$ cat src/include/reset_state_initializer_defines.vh
`ifndef RESET_STATE_INITIALIZER_DEFINES_VH
`define RESET_STATE_INITIALIZER_DEFINES_VH

// ==========================================================
// Timing
`define CLK_MHZ              50
`define RST_HOLD_NS          100
`define RST_HOLD_CYC         ((`RST_HOLD_NS * `CLK_MHZ + 999) / 1000)

// ==========================================================
// Reset causes, lower code wins
`define CAUSE_POR            2'h0
`define CAUSE_LVR            2'h1
`define CAUSE_WDT_FAST       2'h2
`define CAUSE_WDT_SLEEP      2'h3

// ==========================================================
// Sequencer states
`define ST_RUN               1'b0
`define ST_HOLD              1'b1

// ==========================================================
// Register offsets
`define OFS_STATUS           8'h00
`define OFS_RST_CAUSE        8'h01
`define OFS_WDT_CTRL         8'h02
`define OFS_SW_RST_CTRL      8'h03
`define OFS_LV_SEL           8'h04
`define OFS_PC_LOW           8'h05
`define OFS_STACK_PTR        8'h06
`define OFS_RX_COUNT         8'h07
`define OFS_PORT_A           8'h08
`define OFS_PORT_A_DIR       8'h09
`define OFS_PORT_B           8'h0A
`define OFS_PORT_B_DIR       8'h0B
`define OFS_PORT_C           8'h0C
`define OFS_PORT_C_DIR       8'h0D
`define OFS_INT_CTRL         8'h0E
`define OFS_PIN_SEL          8'h0F
`define OFS_ACCUM            8'h10
`define OFS_EVT_STATUS       8'h11
`define OFS_EVT_MASK         8'h12
`define OFS_SEQ_STATE        8'h13
`define OFS_TMR_BASE         8'h18

// ==========================================================
// Field positions
`define BIT_TO               5
`define BIT_PDF              4
`define BIT_LOW_VOLTAGE_RESET_FLAG             2
`define SP_TOP_BIT           7

// ==========================================================
// Reset values
`define RV_ZERO8             8'h00
`define RV_ONES8             8'hFF
`define RV_ONES6             6'h3F
`define RV_WDT_CTRL          8'h53
`define RV_SW_RST_CTRL       8'h55
`define RV_LV_SEL            8'h55
`define RV_RX_COUNT          3'h0
`define RV_RST_CAUSE         4'h0
`define SP_LOW_MASK          8'h0F
`define SP_IMPL_MASK         8'h8F
`define PIN_SEL_HI_MASK      8'hF0

`endif

$ cat src/hw/reset_state_initializer.v
`timescale 1ns/100ps
`include "reset_state_initializer_defines.vh"

// Function
// - Keep time-out and power-down flags, updated by reset kind
// - Low-voltage reset in fast mode leaves both flags unchanged
// - Watchdog reset in fast mode sets time-out, keeps power-down
// - Watchdog reset in idle or sleep sets both flags
// - Power-on clears program counter and both flags
// - Interrupt control register cleared after fast-mode reset, event mask kept
// - Watchdog and time-base counters cleared, watchdog restarts counting
// - Timer control registers loaded with zero, except on sleep watchdog reset
// - Port data and direction registers loaded with all ones, except on sleep watchdog reset
// - Stack pointer to top of stack, low four bits cleared
// - Power-on loads watchdog, soft-reset and level-select defaults
// - Low-voltage reset keeps accumulator and level select, sets its flag
// - Fast-mode watchdog reset reloads level select, keeps reset cause flags
// - Sleep watchdog reset clears only PC low, stack low, pin-select nibble, receive count
// - Accumulator left uninitialised by power-on
// - Unimplemented bits hold no state
// - Receive count cleared at every reset kind
module reset_state_initializer #(
  parameter HOLD_CYC = `RST_HOLD_CYC,
  parameter NUM_TMR  = 6
) (
  // Clock and reset
  input  wire                   clk_sys,
  input  wire                   srst,
  // Reset sources
  input  wire                   por_req,
  input  wire                   lvr_req,
  input  wire                   wdt_req,
  input  wire                   sleep_mode,
  // Register port
  input  wire [7:0]             reg_addr,
  input  wire [7:0]             reg_wdata,
  input  wire                   reg_wr,
  input  wire                   reg_rd,
  output reg  [7:0]             reg_rdata,
  // Core side
  output wire                   core_rst,
  output reg                    wdt_clear,
  output reg                    timebase_clear,
  output reg                    wdt_run,
  output reg                    watchdog_timeout_flag,
  output reg                    power_down_flag,
  output reg  [3:0]             reset_cause_flag_reg,
  output reg  [7:0]             watchdog_control_reg,
  output reg  [7:0]             software_reset_control_reg,
  output reg  [7:0]             low_voltage_level_select_reg,
  output reg  [7:0]             program_counter_low_byte,
  output reg  [7:0]             stack_pointer_reg,
  output reg  [2:0]             serial_receive_count_reg,
  output reg  [7:0]             accumulator_reg,
  output reg  [7:0]             port_a_data,
  output reg  [7:0]             port_a_dir,
  output reg  [7:0]             port_b_data,
  output reg  [7:0]             port_b_dir,
  output reg  [5:0]             port_c_data,
  output reg  [5:0]             port_c_dir,
  output reg  [7:0]             int_ctrl,
  output reg  [7:0]             pin_sel,
  output wire [8*NUM_TMR-1:0]   tmr_ctrl,
  // Interrupt
  output wire                   irq
);

  // ========================================================
  // Sequencer
  reg                 state_q;
  reg  [1:0]          cause_q;
  reg  [15:0]         hold_cnt_q;
  reg  [1:0]          req_cause;
  reg                 req_any;
  wire                release_w;
  wire                lvr_ok;

  // Low-voltage detection is off in idle or sleep
  assign lvr_ok    = lvr_req & ~sleep_mode;
  assign release_w = (state_q == `ST_HOLD) && (hold_cnt_q == 16'h0000) && !req_any;
  assign core_rst  = (state_q == `ST_HOLD);

  always @* begin
    req_any   = por_req | lvr_ok | wdt_req;
    req_cause = `CAUSE_POR;
    if (por_req) begin
      req_cause = `CAUSE_POR;
    end else if (lvr_ok) begin
      req_cause = `CAUSE_LVR;
    end else if (sleep_mode) begin
      req_cause = `CAUSE_WDT_SLEEP;
    end else begin
      req_cause = `CAUSE_WDT_FAST;
    end
  end

  always @(posedge clk_sys) begin
    if (srst) begin
      state_q    <= `ST_RUN;
      cause_q    <= `CAUSE_POR;
      hold_cnt_q <= 16'h0000;
    end else if (req_any) begin
      state_q    <= `ST_HOLD;
      hold_cnt_q <= HOLD_CYC[15:0] - 16'h0001;
      if (state_q == `ST_RUN || req_cause < cause_q) begin
        cause_q <= req_cause;
      end
    end else begin
      case (state_q)
        `ST_HOLD: begin
          if (hold_cnt_q == 16'h0000) begin
            state_q <= `ST_RUN;
          end else begin
            hold_cnt_q <= hold_cnt_q - 16'h0001;
          end
        end
        default: begin
          state_q <= `ST_RUN;
        end
      endcase
    end
  end

  // ========================================================
  // Counter clear strobes
  always @(posedge clk_sys) begin
    if (srst) begin
      wdt_clear      <= 1'b1;
      timebase_clear <= 1'b1;
      wdt_run        <= 1'b0;
    end else begin
      wdt_clear      <= core_rst;
      timebase_clear <= core_rst;
      wdt_run        <= !core_rst || release_w;
    end
  end

  // ========================================================
  // Register state
  reg  [7:0]          tmr_q [0:NUM_TMR-1];
  reg  [3:0]          evt_q;
  reg  [3:0]          mask_q;
  wire                full_reload;
  wire                wr_ok;
  integer             i;

  // Fast-mode causes reload most registers, sleep wake touches little
  assign full_reload = release_w && (cause_q != `CAUSE_WDT_SLEEP);
  assign wr_ok       = reg_wr && !release_w;

  genvar g;
  generate
    for (g = 0; g < NUM_TMR; g = g + 1) begin : g_tmr
      assign tmr_ctrl[8*g+7:8*g] = tmr_q[g];
    end
  endgenerate

  always @(posedge clk_sys) begin
    if (srst) begin
      watchdog_timeout_flag        <= 1'b0;
      power_down_flag              <= 1'b0;
      reset_cause_flag_reg         <= `RV_RST_CAUSE;
      watchdog_control_reg         <= `RV_WDT_CTRL;
      software_reset_control_reg   <= `RV_SW_RST_CTRL;
      low_voltage_level_select_reg <= `RV_LV_SEL;
      program_counter_low_byte     <= `RV_ZERO8;
      stack_pointer_reg            <= `RV_ZERO8;
      serial_receive_count_reg     <= `RV_RX_COUNT;
      port_a_data                  <= `RV_ONES8;
      port_a_dir                   <= `RV_ONES8;
      port_b_data                  <= `RV_ONES8;
      port_b_dir                   <= `RV_ONES8;
      port_c_data                  <= `RV_ONES6;
      port_c_dir                   <= `RV_ONES6;
      int_ctrl                     <= `RV_ZERO8;
      pin_sel                      <= `RV_ZERO8;
      for (i = 0; i < NUM_TMR; i = i + 1) begin
        tmr_q[i] <= `RV_ZERO8;
      end
    end else if (release_w) begin
      // Common to every cause
      program_counter_low_byte <= `RV_ZERO8;
      stack_pointer_reg        <= stack_pointer_reg & ~`SP_LOW_MASK;
      serial_receive_count_reg <= `RV_RX_COUNT;
      pin_sel                  <= pin_sel & ~`PIN_SEL_HI_MASK;
      if (full_reload) begin
        watchdog_control_reg       <= `RV_WDT_CTRL;
        software_reset_control_reg <= `RV_SW_RST_CTRL;
        stack_pointer_reg          <= `RV_ZERO8;
        port_a_data                <= `RV_ONES8;
        port_a_dir                 <= `RV_ONES8;
        port_b_data                <= `RV_ONES8;
        port_b_dir                 <= `RV_ONES8;
        port_c_data                <= `RV_ONES6;
        port_c_dir                 <= `RV_ONES6;
        int_ctrl                   <= `RV_ZERO8;
        pin_sel                    <= `RV_ZERO8;
        for (i = 0; i < NUM_TMR; i = i + 1) begin
          tmr_q[i] <= `RV_ZERO8;
        end
      end
      case (cause_q)
        `CAUSE_POR: begin
          watchdog_timeout_flag        <= 1'b0;
          power_down_flag              <= 1'b0;
          reset_cause_flag_reg         <= `RV_RST_CAUSE;
          low_voltage_level_select_reg <= `RV_LV_SEL;
        end
        `CAUSE_LVR: begin
          reset_cause_flag_reg[`BIT_LOW_VOLTAGE_RESET_FLAG] <= 1'b1;
        end
        `CAUSE_WDT_FAST: begin
          watchdog_timeout_flag        <= 1'b1;
          low_voltage_level_select_reg <= `RV_LV_SEL;
        end
        default: begin
          watchdog_timeout_flag <= 1'b1;
          power_down_flag       <= 1'b1;
        end
      endcase
    end else if (wr_ok) begin
      case (reg_addr)
        `OFS_STATUS: begin
          watchdog_timeout_flag <= reg_wdata[`BIT_TO];
          power_down_flag       <= reg_wdata[`BIT_PDF];
        end
        `OFS_RST_CAUSE:   reset_cause_flag_reg         <= reg_wdata[3:0];
        `OFS_WDT_CTRL:    watchdog_control_reg         <= reg_wdata;
        `OFS_SW_RST_CTRL: software_reset_control_reg   <= reg_wdata;
        `OFS_LV_SEL:      low_voltage_level_select_reg <= reg_wdata;
        `OFS_PC_LOW:      program_counter_low_byte     <= reg_wdata;
        `OFS_STACK_PTR:   stack_pointer_reg            <= reg_wdata & `SP_IMPL_MASK;
        `OFS_RX_COUNT:    serial_receive_count_reg     <= reg_wdata[2:0];
        `OFS_PORT_A:      port_a_data                  <= reg_wdata;
        `OFS_PORT_A_DIR:  port_a_dir                   <= reg_wdata;
        `OFS_PORT_B:      port_b_data                  <= reg_wdata;
        `OFS_PORT_B_DIR:  port_b_dir                   <= reg_wdata;
        `OFS_PORT_C:      port_c_data                  <= reg_wdata[5:0];
        `OFS_PORT_C_DIR:  port_c_dir                   <= reg_wdata[5:0];
        `OFS_INT_CTRL:    int_ctrl                     <= reg_wdata;
        `OFS_PIN_SEL:     pin_sel                      <= reg_wdata;
        default: begin
          for (i = 0; i < NUM_TMR; i = i + 1) begin
            if (reg_addr == `OFS_TMR_BASE + i[7:0]) begin
              tmr_q[i] <= reg_wdata;
            end
          end
        end
      endcase
    end
  end

  // ========================================================
  // Accumulator, kept through every reset kind
  always @(posedge clk_sys) begin
    if (wr_ok && reg_addr == `OFS_ACCUM) begin
      accumulator_reg <= reg_wdata;
    end
  end

  // ========================================================
  // Events and interrupt
  reg  [3:0]          evt_set;

  always @* begin
    evt_set = 4'h0;
    if (release_w) begin
      evt_set[cause_q] = 1'b1;
    end
  end

  always @(posedge clk_sys) begin
    if (srst) begin
      evt_q  <= 4'h0;
      mask_q <= 4'h0;
    end else begin
      // Set wins over a clear in the same cycle
      if (reg_wr && reg_addr == `OFS_EVT_STATUS) begin
        evt_q <= (evt_q & ~reg_wdata[3:0]) | evt_set;
      end else begin
        evt_q <= evt_q | evt_set;
      end
      if (reg_wr && reg_addr == `OFS_EVT_MASK) begin
        mask_q <= reg_wdata[3:0];
      end
    end
  end

  assign irq = |(evt_q & mask_q);

  // ========================================================
  // Read port
  reg  [7:0]          rd_mux;
  // Own loop index, the clocked process keeps its own
  integer             j;

  always @* begin
    rd_mux = `RV_ZERO8;
    case (reg_addr)
      `OFS_STATUS: begin
        rd_mux[`BIT_TO]  = watchdog_timeout_flag;
        rd_mux[`BIT_PDF] = power_down_flag;
      end
      `OFS_RST_CAUSE:   rd_mux = {4'h0, reset_cause_flag_reg};
      `OFS_WDT_CTRL:    rd_mux = watchdog_control_reg;
      `OFS_SW_RST_CTRL: rd_mux = software_reset_control_reg;
      `OFS_LV_SEL:      rd_mux = low_voltage_level_select_reg;
      `OFS_PC_LOW:      rd_mux = program_counter_low_byte;
      `OFS_STACK_PTR:   rd_mux = stack_pointer_reg;
      `OFS_RX_COUNT:    rd_mux = {5'h00, serial_receive_count_reg};
      `OFS_PORT_A:      rd_mux = port_a_data;
      `OFS_PORT_A_DIR:  rd_mux = port_a_dir;
      `OFS_PORT_B:      rd_mux = port_b_data;
      `OFS_PORT_B_DIR:  rd_mux = port_b_dir;
      `OFS_PORT_C:      rd_mux = {2'h0, port_c_data};
      `OFS_PORT_C_DIR:  rd_mux = {2'h0, port_c_dir};
      `OFS_INT_CTRL:    rd_mux = int_ctrl;
      `OFS_PIN_SEL:     rd_mux = pin_sel;
      `OFS_ACCUM:       rd_mux = accumulator_reg;
      `OFS_EVT_STATUS:  rd_mux = {4'h0, evt_q};
      `OFS_EVT_MASK:    rd_mux = {4'h0, mask_q};
      `OFS_SEQ_STATE:   rd_mux = {4'h0, 1'b0, cause_q, state_q};
      default: begin
        for (j = 0; j < NUM_TMR; j = j + 1) begin
          if (reg_addr == `OFS_TMR_BASE + j[7:0]) begin
            rd_mux = tmr_q[j];
          end
        end
      end
    endcase
  end

  always @(posedge clk_sys) begin
    if (srst) begin
      reg_rdata <= `RV_ZERO8;
    end else if (reg_rd) begin
      reg_rdata <= rd_mux;
    end else begin
      reg_rdata <= `RV_ZERO8;
    end
  end

endmodule // reset_state_initializer

$ cat config.mk
export PLATFORM = sky130hd
export DESIGN_NAME = reset_state_initializer
export DESIGN_NICKNAME = d
export VERILOG_FILES = /design/src/hw/reset_state_initializer.v
export VERILOG_INCLUDE_DIRS = /design/src /design/src/include
export SDC_FILE = /design/constraint.sdc
export NUM_CORES = 1
export LEC_CHECK = 0
export ABC_CLOCK_PERIOD_IN_PS = 4750
export BUFFER_PORTS_ARGS = -buffer_cell sky130_fd_sc_hd__buf_2
export CAP_MARGIN = 20
export CORE_UTILIZATION = 25
export DETAILED_ROUTE_END_ITERATION = 12
export PLACE_DENSITY = 0.52
export SYNTH_ARGS = -nofsm -noshare
export SYNTH_HDL_FRONTEND = slang
export SYNTH_SLANG_ARGS = --single-unit
export TNS_END_PERCENT = 10
$ cat constraint.sdc
create_clock -name clk_sys -period 4.75 [get_ports clk_sys]
set_clock_uncertainty 0.2 [all_clocks]
set_input_delay 0.2375 -clock clk_sys [delete_from_list [all_inputs] [get_ports clk_sys]]
set_output_delay 0.2375 -clock clk_sys [all_outputs]
set_load 0.05 [all_outputs]
==> results.cfg, run 1 <==
[clock_network]
numClockSinks = 199
cts_setup_buffers = 0
clk_pin_slew_worst_paths_ns = 0.08
htree_levels = 4
cts_tree = yes
ctsResizeCount = 0
clock_latency_ns = 0.45
numCtsBuffers = 17
cts_buffer_depth = 2
cts-root-buf = clkbuf_16

[pwr]
clkPwrFrac_pct = 38.9
p_sw_mw = 1.07
switching_share_pct = 29.3
peakVddDrop_v = 0.000205
seqPwrFrac_pct = 49.3
power_frac_comb_pct = 11.8
p_int_mw = 2.58
power_density_nw_per_um2 = 315
p_leak_nw = 4.35

[route]
drtPass1Iterations = 5
wl_mm = 42.7
via_per_inst = 5.43
vias = 9192
drt_iter0_drc = 876
detail-route-antenna-nets = 0
drc = 0
wl_per_cell_um = 25.2

[synth]
synthCells = 997
ys.flop_type = dfxtp_1
synth_cell_type_count = 86
async_reset_ff_share_pct = 0
yosys_warnings = 0
seq_area_frac_synth_pct = 47.8
avgSynthCellArea_um2 = 9.53
synth_seq_cells = 199
synth-edff-count = 56
synth_area_um2 = 9500

[flow_run]
maxCapViolCount = 0

[sta]
setup_viol = 0
layout_min_cycle_time_ns = 3.25
hold_violations = 0
finalSetupTns_ns = 0
maxSlewHeadroom_pct = 30.1
finalCritPeriodShare_pct = 68.4
worst_slew_pin_slew_ns = 1.04
rsz0062_at_grt = no
drv_slew = 0
max_freq_ghz = 0.308
fin_ws_ns = 1.50

[final_layout]
top_regs = tmr_q: 48 flops, hold_cnt_q: 16 flops
largest_register_ffs = 48
mostFrequentLayoutCell = buf_2
layout-drive-gt1-share_pct = 25.3
ff_latch_area_um2 = 4540
final_nets = 1198
fillers = 3949
multi_input_area_um2 = 4570
area_growth_pct = 22.0
mostFrequentLayoutCells = buf_2, dfxtp_1, a21oi_1
regMostFlops = tmr_q

[floorplan]
io_pins = 202
core_area_um2 = 37500
start_util_pct = 25.3
die_area_um2 = 38800
num_rows = 71
fp.dieH_um = 197
chipWidth_um = 197

[placed_design]
globalplace.congestion = 0.982
hpwl_mm = 32.1
pre_cts_ws_ns = 1.06
place.port_buffers = 198

[critical_path]
crit_fanout = 19
crit_path_end_kind = flip-flop
startpoint_type = flip-flop
reg2reg_slack_ns = 1.50
worstSetupPathType = reg2reg
required_ns = 4.67
worstPathArrival_ns = 3.17

[outcome]
status = finished, final reports clean

[global_route]
gr-usage-all-layers_pct = 21.7
grt_first_pass_wirelength_mm = 60.5
antenna_found_initial = 1
grt_max_degree = 54
grt_overflow_total = 0
grt_pass1_vias = 8566

[min_path]
hold_path_class = in2reg
-- metrics by stage --
stage	util, %	hold WS, ns	area [µm²]	power [mW]	cells
global route	30.9	0.0309	11600	3.74	1692
floorplan	-	0.136	9510	2.11	999
detailed placement	29.4	0.281	11000	2.26	1655
global placement	29.4	0.280	11000	2.26	1655
CTS	30.9	0.00344	11600	3.65	1690
finish	30.9	0.0240	11600	3.65	1693
-- cell usage after synthesis, types with 8 or more instances --
| master | instances | area share (%) |
|---|---|---|
| dfxtp_1 | 143 | 30 |
| nand3_1 | 33 | 1.7 |
| xor2_1 | 9 | 0.83 |
| and2_1 | 42 | 2.8 |
| o21ai_0 | 37 | 1.9 |
| edfxtp_1 | 56 | 18 |
| a22oi_1 | 18 | 1.4 |
| o2bb2ai_1 | 8 | 0.74 |
| and3_1 | 9 | 0.59 |
| a21oi_1 | 91 | 4.8 |
| mux2_2 | 10 | 1.2 |
| nor3_1 | 65 | 3.4 |
| nor4_1 | 17 | 1.1 |
| a31oi_1 | 11 | 0.72 |
| buf_2 | 23 | 1.2 |
| nor2_1 | 67 | 2.6 |
| nand4_1 | 20 | 1.3 |
| inv_1 | 11 | 0.43 |
| clkbuf_1 | 45 | 1.8 |
| o211ai_1 | 10 | 0.79 |
| nand2_1 | 75 | 3.0 |
| mux2i_1 | 32 | 3.4 |
| mux4_2 | 9 | 2.1 |
-- repair_timing --
| item | in CTS | in global routing |
|---|---|---|
| hold endpoints to repair | 11 | 0 |
| setup endpoints to repair | 0 | 0 |
| hold buffers | 3 | 0 |
-- routing by layer --
layer  up-vias  track usage (%)  part of all wire [%]
met5         -                0                     0
met4         0             8.27                   3.0
met3        64             5.07                   8.5
met2       461             34.1                    46
met1      4591             28.6                    42
li1       4076                -                     -
-- cells by family (layout without fill, tap and decap cells) --
| family | after synthesis | count (layout) | synth area share [%] |
|---|---|---|---|
| mux | 52 | 52 | 6.93 |
| simple gates | 374 | 374 | 20.7 |
| buf+inv | 94 | 275 | 4.23 |
| fa+ha+maj | 7 | 7 | 0.922 |
| xor+xnor | 11 | 11 | 1.01 |
| other cells | 1 | 5 | 0.0395 |
| flops | 199 | 199 | 47.8 |
| compound gates | 259 | 259 | 18.4 |
-- power groups by stage --
stage | registers, mW | logic (mW) | clock network, mW
2_1_floorplan | 1.91 | 0.196 | 0
3_3_place_gp | 1.84 | 0.420 | 0
3_5_place_dp | 1.84 | 0.422 | 0
4_1_cts | 1.80 | 0.425 | 1.43
5_1_grt | 1.80 | 0.449 | 1.49
6_report | 1.80 | 0.429 | 1.42
-- area by class of cell --
type | instances | share of cell area (%)
Tap cell | 511 | 5.51
Antenna cell | 2 | 0.0432
Timing Repair Buffer | 230 | 10.7
Inverter | 13 | 0.421
Sequential cell | 199 | 39.2
Clock inverter | 11 | 0.745
Clock buffer | 21 | 3.97
Multi-Input combinational cell | 706 | 39.4
-- final timing paths --
| path | endpoint | from | cells after the start |
|---|---|---|---|
| hold / removal | cause_q[1] | por_req | 4 |
| setup reg to reg | tmr_q[3][1] | hold_cnt_q[2] | 5 |
| hold reg to reg | software_reset_control_reg[5] | software_reset_control_reg[5] | 2 |
| setup / recovery | tmr_q[3][1] | hold_cnt_q[2] | 5 |
-- worst max-delay path: stages (launching register included) --
cell and delay (ns):
dfxtp_1 0.34, nor4_1 0.43, nand2_1 0.35, o31ai_4 0.83, nor3_1 0.33, nand2b_1 0.42
Note: power is estimated with default switching activity, not from simulation.
==> inputs of run 2 (changes only) <==
--- a/config.mk
+++ b/config.mk
@@ -6,12 +6,13 @@
 export SDC_FILE = /design/constraint.sdc
 export NUM_CORES = 1
 export LEC_CHECK = 0
-export ABC_CLOCK_PERIOD_IN_PS = 4750
+export ABC_AREA = 1
+export ABC_CLOCK_PERIOD_IN_PS = 2900
 export BUFFER_PORTS_ARGS = -buffer_cell sky130_fd_sc_hd__buf_2
 export CAP_MARGIN = 20
 export CORE_UTILIZATION = 25
 export DETAILED_ROUTE_END_ITERATION = 12
-export PLACE_DENSITY = 0.52
+export PLACE_DENSITY = 0.53
 export SYNTH_ARGS = -nofsm -noshare
 export SYNTH_HDL_FRONTEND = slang
 export SYNTH_SLANG_ARGS = --single-unit
==> constraint.sdc (replaced) <==
create_clock -name clk_sys -period 2.9 [get_ports clk_sys]
set_clock_uncertainty 0.2 [all_clocks]
set_input_delay 0.145 -clock clk_sys [delete_from_list [all_inputs] [get_ports clk_sys]]
set_output_delay 0.145 -clock clk_sys [all_outputs]
set_load 0.05 [all_outputs]
==> results.cfg, run 2 <==
[floorplan]
core_area_um2 = 37700
die_area_um2 = 39100
io_pins = 202
fp.dieH_um = 198
start_util_pct = 25.5
chipWidth_um = 198
num_rows = 71

[critical_path]
cp.depth = 9
crit_fanout = 9
startpoint_type = flip-flop
crit_top_cell = nand2_1
path_cells = inv_1, ha_1, nand3_1, nor2_2, nand3_2, nand2_1, nor2_2, nand2_1, nand2_1
crit_path_end_kind = flip-flop
r2r.worst_path.cells = 9
required_ns = 2.82
cp_slowest_stage_delay_ns = 0.40
path_buf_inv = 1
critPathSlowestCell = dfxtp_1
critPathTopFamily = simple AND/OR/NAND/NOR gates
worstPathArrival_ns = 2.54
worstSetupPathType = reg2reg

[route]
detail-route-antenna-nets = 0
wl_per_cell_um = 18.9
drc = 0
via_per_inst = 4.72
vias = 9706
wl_mm = 38.8
drtPass1Iterations = 5
drt_iter0_drc = 1097

[sta]
setup_viol = 0
drv_slew = 0
finalSetupTns_ns = 0
hold_violations = 0
finalCritPeriodShare_pct = 90.5
maxSlewHeadroom_pct = 44.5
rsz0062_at_grt = no
worst_slew_pin_slew_ns = 0.832
fin_ws_ns = 0.275
max_freq_ghz = 0.381
layout_min_cycle_time_ns = 2.63

[final_layout]
fin_area_um2 = 11900
top_regs = tmr_q: 48 flops, hold_cnt_q: 16 flops
area_growth_pct = 24.1
ff_latch_area_um2 = 4540
regMostFlops = tmr_q
layout-drive-gt1-share_pct = 20.2
mostFrequentLayoutCells = nand2_1, buf_2, nor2_1
diodes = 0
mostFrequentLayoutCell = nand2_1
multi_input_area_um2 = 4460
final_nets = 1563
largest_register_ffs = 48
final_util_pct = 31.6
fin_cells = 2056
fillers = 4178

[clock_network]
numClockSinks = 199
cts_setup_buffers = 0
cts_tree = yes
ctsResizeCount = 0
clk_pin_slew_worst_paths_ns = 0.07
cts-root-buf = clkbuf_16
hold_buffers = 11
clock_latency_ns = 0.46
cts_buffer_depth = 2
htree_levels = 4
numCtsBuffers = 17

[pwr]
power_density_nw_per_um2 = 528
p_sw_mw = 1.83
seqPwrFrac_pct = 47.7
clkPwrFrac_pct = 39.2
switching_share_pct = 29.2
peakVddDrop_v = 0.000381
p_leak_nw = 5.47
p_int_mw = 4.45
power_frac_comb_pct = 13.0

[global_route]
grt_overflow_total = 0
grt_max_degree = 44
antenna_found_initial = 1
grt_first_pass_wirelength_mm = 56.6
gr-usage-all-layers_pct = 19.8
grt_pass1_vias = 9006

[synth]
yosys_warnings = 0
netlist_top_cells_count = nand2_1, nor2_1, dfxtp_1, nand3_1
yosys.area.top_type = dfxtp_1
synth_top_area_share_pct = 29.9
async_reset_ff_share_pct = 0
ys.flop_type = dfxtp_1
synth-edff-count = 56
avgSynthCellArea_um2 = 7.26
synthCells = 1320
synth_seq_cells = 199
synth_area_um2 = 9590
seq_area_frac_synth_pct = 47.4
synth_area_leaders = dfxtp_1, nand2_1, edfxtp_1, nor2_1, nand3_1
synth_most_common_cell = nand2_1
synth_cell_type_count = 36

[flow_run]
maxCapViolCount = 0

[placed_design]
globalplace.congestion = 0.920
place_area_um2 = 11200
place_inst = 2013
hpwl_mm = 29.8
pre_cts_ws_ns = 0.321
place.port_buffers = 198

[outcome]
status = finished, final reports clean

[min_path]
hold_path_class = in2reg
whs_path_depth = 4
-- run 2: cell count changes in the layout (fill, tap and decap cells not counted), moves of 42 or more --
cell	previous run	this run
and2_1	42	0
inv_1	11	78
nand2_1	75	460
nand3_1	33	115
nor2_1	67	169
nor3_1	65	8
-- run 2: power by group through the flow --
| stage | sequential, mW | combinational [mW] | clock, mW |
|---|---|---|---|
| floorplan | 3.28 | 0.330 | 0 |
| global route | 3.01 | 0.878 | 2.60 |
| detailed placement | 3.06 | 0.804 | 0 |
| CTS | 3.00 | 0.818 | 2.51 |
| global placement | 3.06 | 0.799 | 0 |
| finish | 3.00 | 0.820 | 2.47 |
-- run 2: logic make-up after synthesis --
kind of cell	after synthesis	share of synthesized area, %
AND/OR/NAND/NOR	838	37.6
XOR/XNOR	10	0.914
other	1	0.0391
flip-flops	199	47.4
adder cells (fa/ha/maj)	7	0.914
buffers and inverters	137	6.16
AO/OA/AOI/OAI	128	6.96
-- run 2: metrics by stage --
step	power (mW)	hold WS [ns]
detailed placement	3.87	0.190
global placement	3.86	0.190
global route	6.48	0.0379
finish	6.28	0.0336
CTS	6.33	0.0136
floorplan	3.61	0.0439
-- run 2: final timing paths --
kind,endpoint,from,slack [ns]
hold reg to reg,hold_cnt_q[15],hold_cnt_q[15],0.27
setup reg to reg,tmr_q[3][7],hold_cnt_q[0],0.27
setup / recovery,tmr_q[3][7],hold_cnt_q[0],0.27
hold / removal,port_a_data[0],srst,0.03
-- run 2: cell type report --
| type | instances | share of cell area (%) |
|---|---|---|
| sequential | 199 | 38.2 |
| multi-input combinational | 986 | 37.5 |
| timing repair buffer | 234 | 10.8 |
| tap | 511 | 5.37 |
| clock buffer | 24 | 4.68 |
| inverter | 94 | 2.99 |
| clock inverter | 8 | 0.463 |
-- run 2: metal layers --
| layer | global-route usage [%] | vias to the layer above | wire (µm) |
|---|---|---|---|
| met5 | 0 | - | 0 |
| met4 | 7.95 | 0 | 1210 |
| met3 | 3.97 | 63 | 3390 |
| met2 | 30.5 | 463 | 17300 |
| met1 | 27.0 | 4502 | 16900 |
| li1 | - | 4678 | - |
-- run 2: worst min-delay path: stages --
cell and delay, ns:
buf_2 0.10, inv_2 0.05, buf_4 0.24, nand2_1 0.10
==> inputs of run 3 (changes only) <==
--- a/config.mk
+++ b/config.mk
@@ -10,9 +10,9 @@
 export ABC_CLOCK_PERIOD_IN_PS = 2900
 export BUFFER_PORTS_ARGS = -buffer_cell sky130_fd_sc_hd__buf_2
 export CAP_MARGIN = 20
-export CORE_UTILIZATION = 25
+export CORE_UTILIZATION = 46
 export DETAILED_ROUTE_END_ITERATION = 12
-export PLACE_DENSITY = 0.53
+export PLACE_DENSITY = 0.81
 export SYNTH_ARGS = -nofsm -noshare
 export SYNTH_HDL_FRONTEND = slang
 export SYNTH_SLANG_ARGS = --single-unit
==> results.cfg, run 3 (synthesis results as in run 2) <==
[clock_network]
cts_buffer_depth = 2
cts-root-buf = clkbuf_16
htree_levels = 4
cts_setup_buffers = 0
clock_latency_ns = 0.45
clk_pin_slew_worst_paths_ns = 0.07
numClockSinks = 199
cts_tree = yes
numCtsBuffers = 17

[pwr]
switching_share_pct = 29.9
p_leak_nw = 5.46
finalPower_mw = 6.24
p_int_mw = 4.37
p_sw_mw = 1.87
power_density_nw_per_um2 = 538
peakVddDrop_v = 0.000418
clkPwrFrac_pct = 39.1
power_frac_comb_pct = 12.9
seqPwrFrac_pct = 48.0

[critical_path]
startpoint_type = flip-flop
cp_slowest_stage_delay_ns = 0.39
crit_top_cell = nand2_1
path_cells = inv_1, ha_1, nand3_1, nor2_2, nand3_2, nand2_1, nor2_2, nand2_1, nand2_1
required_ns = 2.83
crit_path_end_kind = flip-flop
critPathSlowestCell = dfxtp_1
timing.rr.start = hold_cnt_q[0]
worstSetupPathType = reg2reg
critPathLaunch = hold_cnt_q[0]
worstPathArrival_ns = 2.52
crit_fanout = 9

[floorplan]
num_rows = 52
die_area_um2 = 21400
chipWidth_um = 146
core_area_um2 = 20400
io_pins = 202
start_util_pct = 47.1
fp.dieH_um = 146

[final_layout]
mostFrequentLayoutCell = nand2_1
final_nets = 1560
fin_area_um2 = 11600
area_growth_pct = 20.8
largest_register_ffs = 48
fillers = 1907
final_util_pct = 56.9
top_regs = tmr_q: 48 flops, hold_cnt_q: 16 flops
layout-drive-gt1-share_pct = 20.1
regMostFlops = tmr_q
mostFrequentLayoutCells = nand2_1, buf_2, nor2_1

[placed_design]
globalplace.congestion = 1.02
place_area_um2 = 10900
hpwl_mm = 24.1
place.port_buffers = 198

[route]
drtPass1Iterations = 6
via_per_inst = 5.54
vias = 10100
detail-route-antenna-nets = 0
drc = 0
wl_per_cell_um = 17.9
wl_mm = 32.4
drt_iter0_drc = 1471

[global_route]
met3_usage_pct = 6.34
grt_overflow_total = 0
met1_usage_pct = 40.9
use_met2_pct = 46.9
grt_busiest_layer = met2
antenna_found_initial = 2
grt_pass1_vias = 9105
grt_max_degree = 47
gr-usage-all-layers_pct = 30.6
grt_first_pass_wirelength_mm = 50.1

[sta]
layout_min_cycle_time_ns = 2.60
hold_ws_ns = 0.0194
hold_violations = 0
setup_viol = 0
finalCritPeriodShare_pct = 89.5
finalSetupTns_ns = 0
worst_slew_pin_slew_ns = 0.842
drv_slew = 0
max_freq_ghz = 0.385
maxSlewHeadroom_pct = 43.8
rsz0062_at_grt = no

[flow_run]
maxCapViolCount = 0

[min_path]
hold_path_class = in2reg
min_from = sleep_mode

[outcome]
status = finished, final reports clean
-- run 3: through the flow --
step	std cells	worst slack (ns)
5_1_grt	1814	0.0928
2_1_floorplan	1322	0.650
3_3_place_gp	1769	0.396
6_report	1817	0.304
4_1_cts	1812	0.350
3_5_place_dp	1769	0.361
-- run 3: final timing paths --
check | end | slack [ns] | depth (start not counted)
setup / recovery | tmr_q[4][5] | 0.30 | 9
hold / removal | cause_q[0] | 0.02 | 5
setup reg to reg | tmr_q[4][5] | 0.30 | 9
hold reg to reg | mask_q[2] | 0.28 | 2
-- run 3: final cells by class --
type / count / area, µm² / area share (%)
Inverter: 94 / 355 / 3.07
Antenna cell: 5 / 12.5 / 0.108
Multi-Input combinational cell: 986 / 4460 / 38.5
Clock buffer: 20 / 489 / 4.22
Tap cell: 270 / 338 / 2.92
Sequential cell: 199 / 4540 / 39.2
Clock inverter: 12 / 120 / 1.04
Timing Repair Buffer: 231 / 1270 / 10.9
-- run 3: critical path: cells and delay by family (launching register included) --
| family | cells | cell delay (ns) |
|---|---|---|
| buf+inv | 1 | 0.11 |
| simple gates | 7 | 1.36 |
| fa+ha+maj | 1 | 0.22 |
| flops | 1 | 0.39 |
-- run 3: per-layer routing --
layer	wire length (µm)	up-vias
met4	1580	0
li1	-	4692
met3	3930	129
met2	14300	720
met1	12700	4526
met5	0	-
-- run 3: power by group through the flow --
stage          clock, mW  sequential [mW]  combinational, mW
2_1_floorplan          0             3.28              0.330
3_3_place_gp           0             3.06              0.763
3_5_place_dp           0             3.06              0.772
4_1_cts             2.45             2.99              0.787
5_1_grt             2.55             3.00              0.850
6_report            2.44             3.00              0.802
-- run 3: what timing repair did --
item,CTS,global route
endpoints found under the hold margin,32,0
gates resized for setup,0,0
hold buffers,11,0
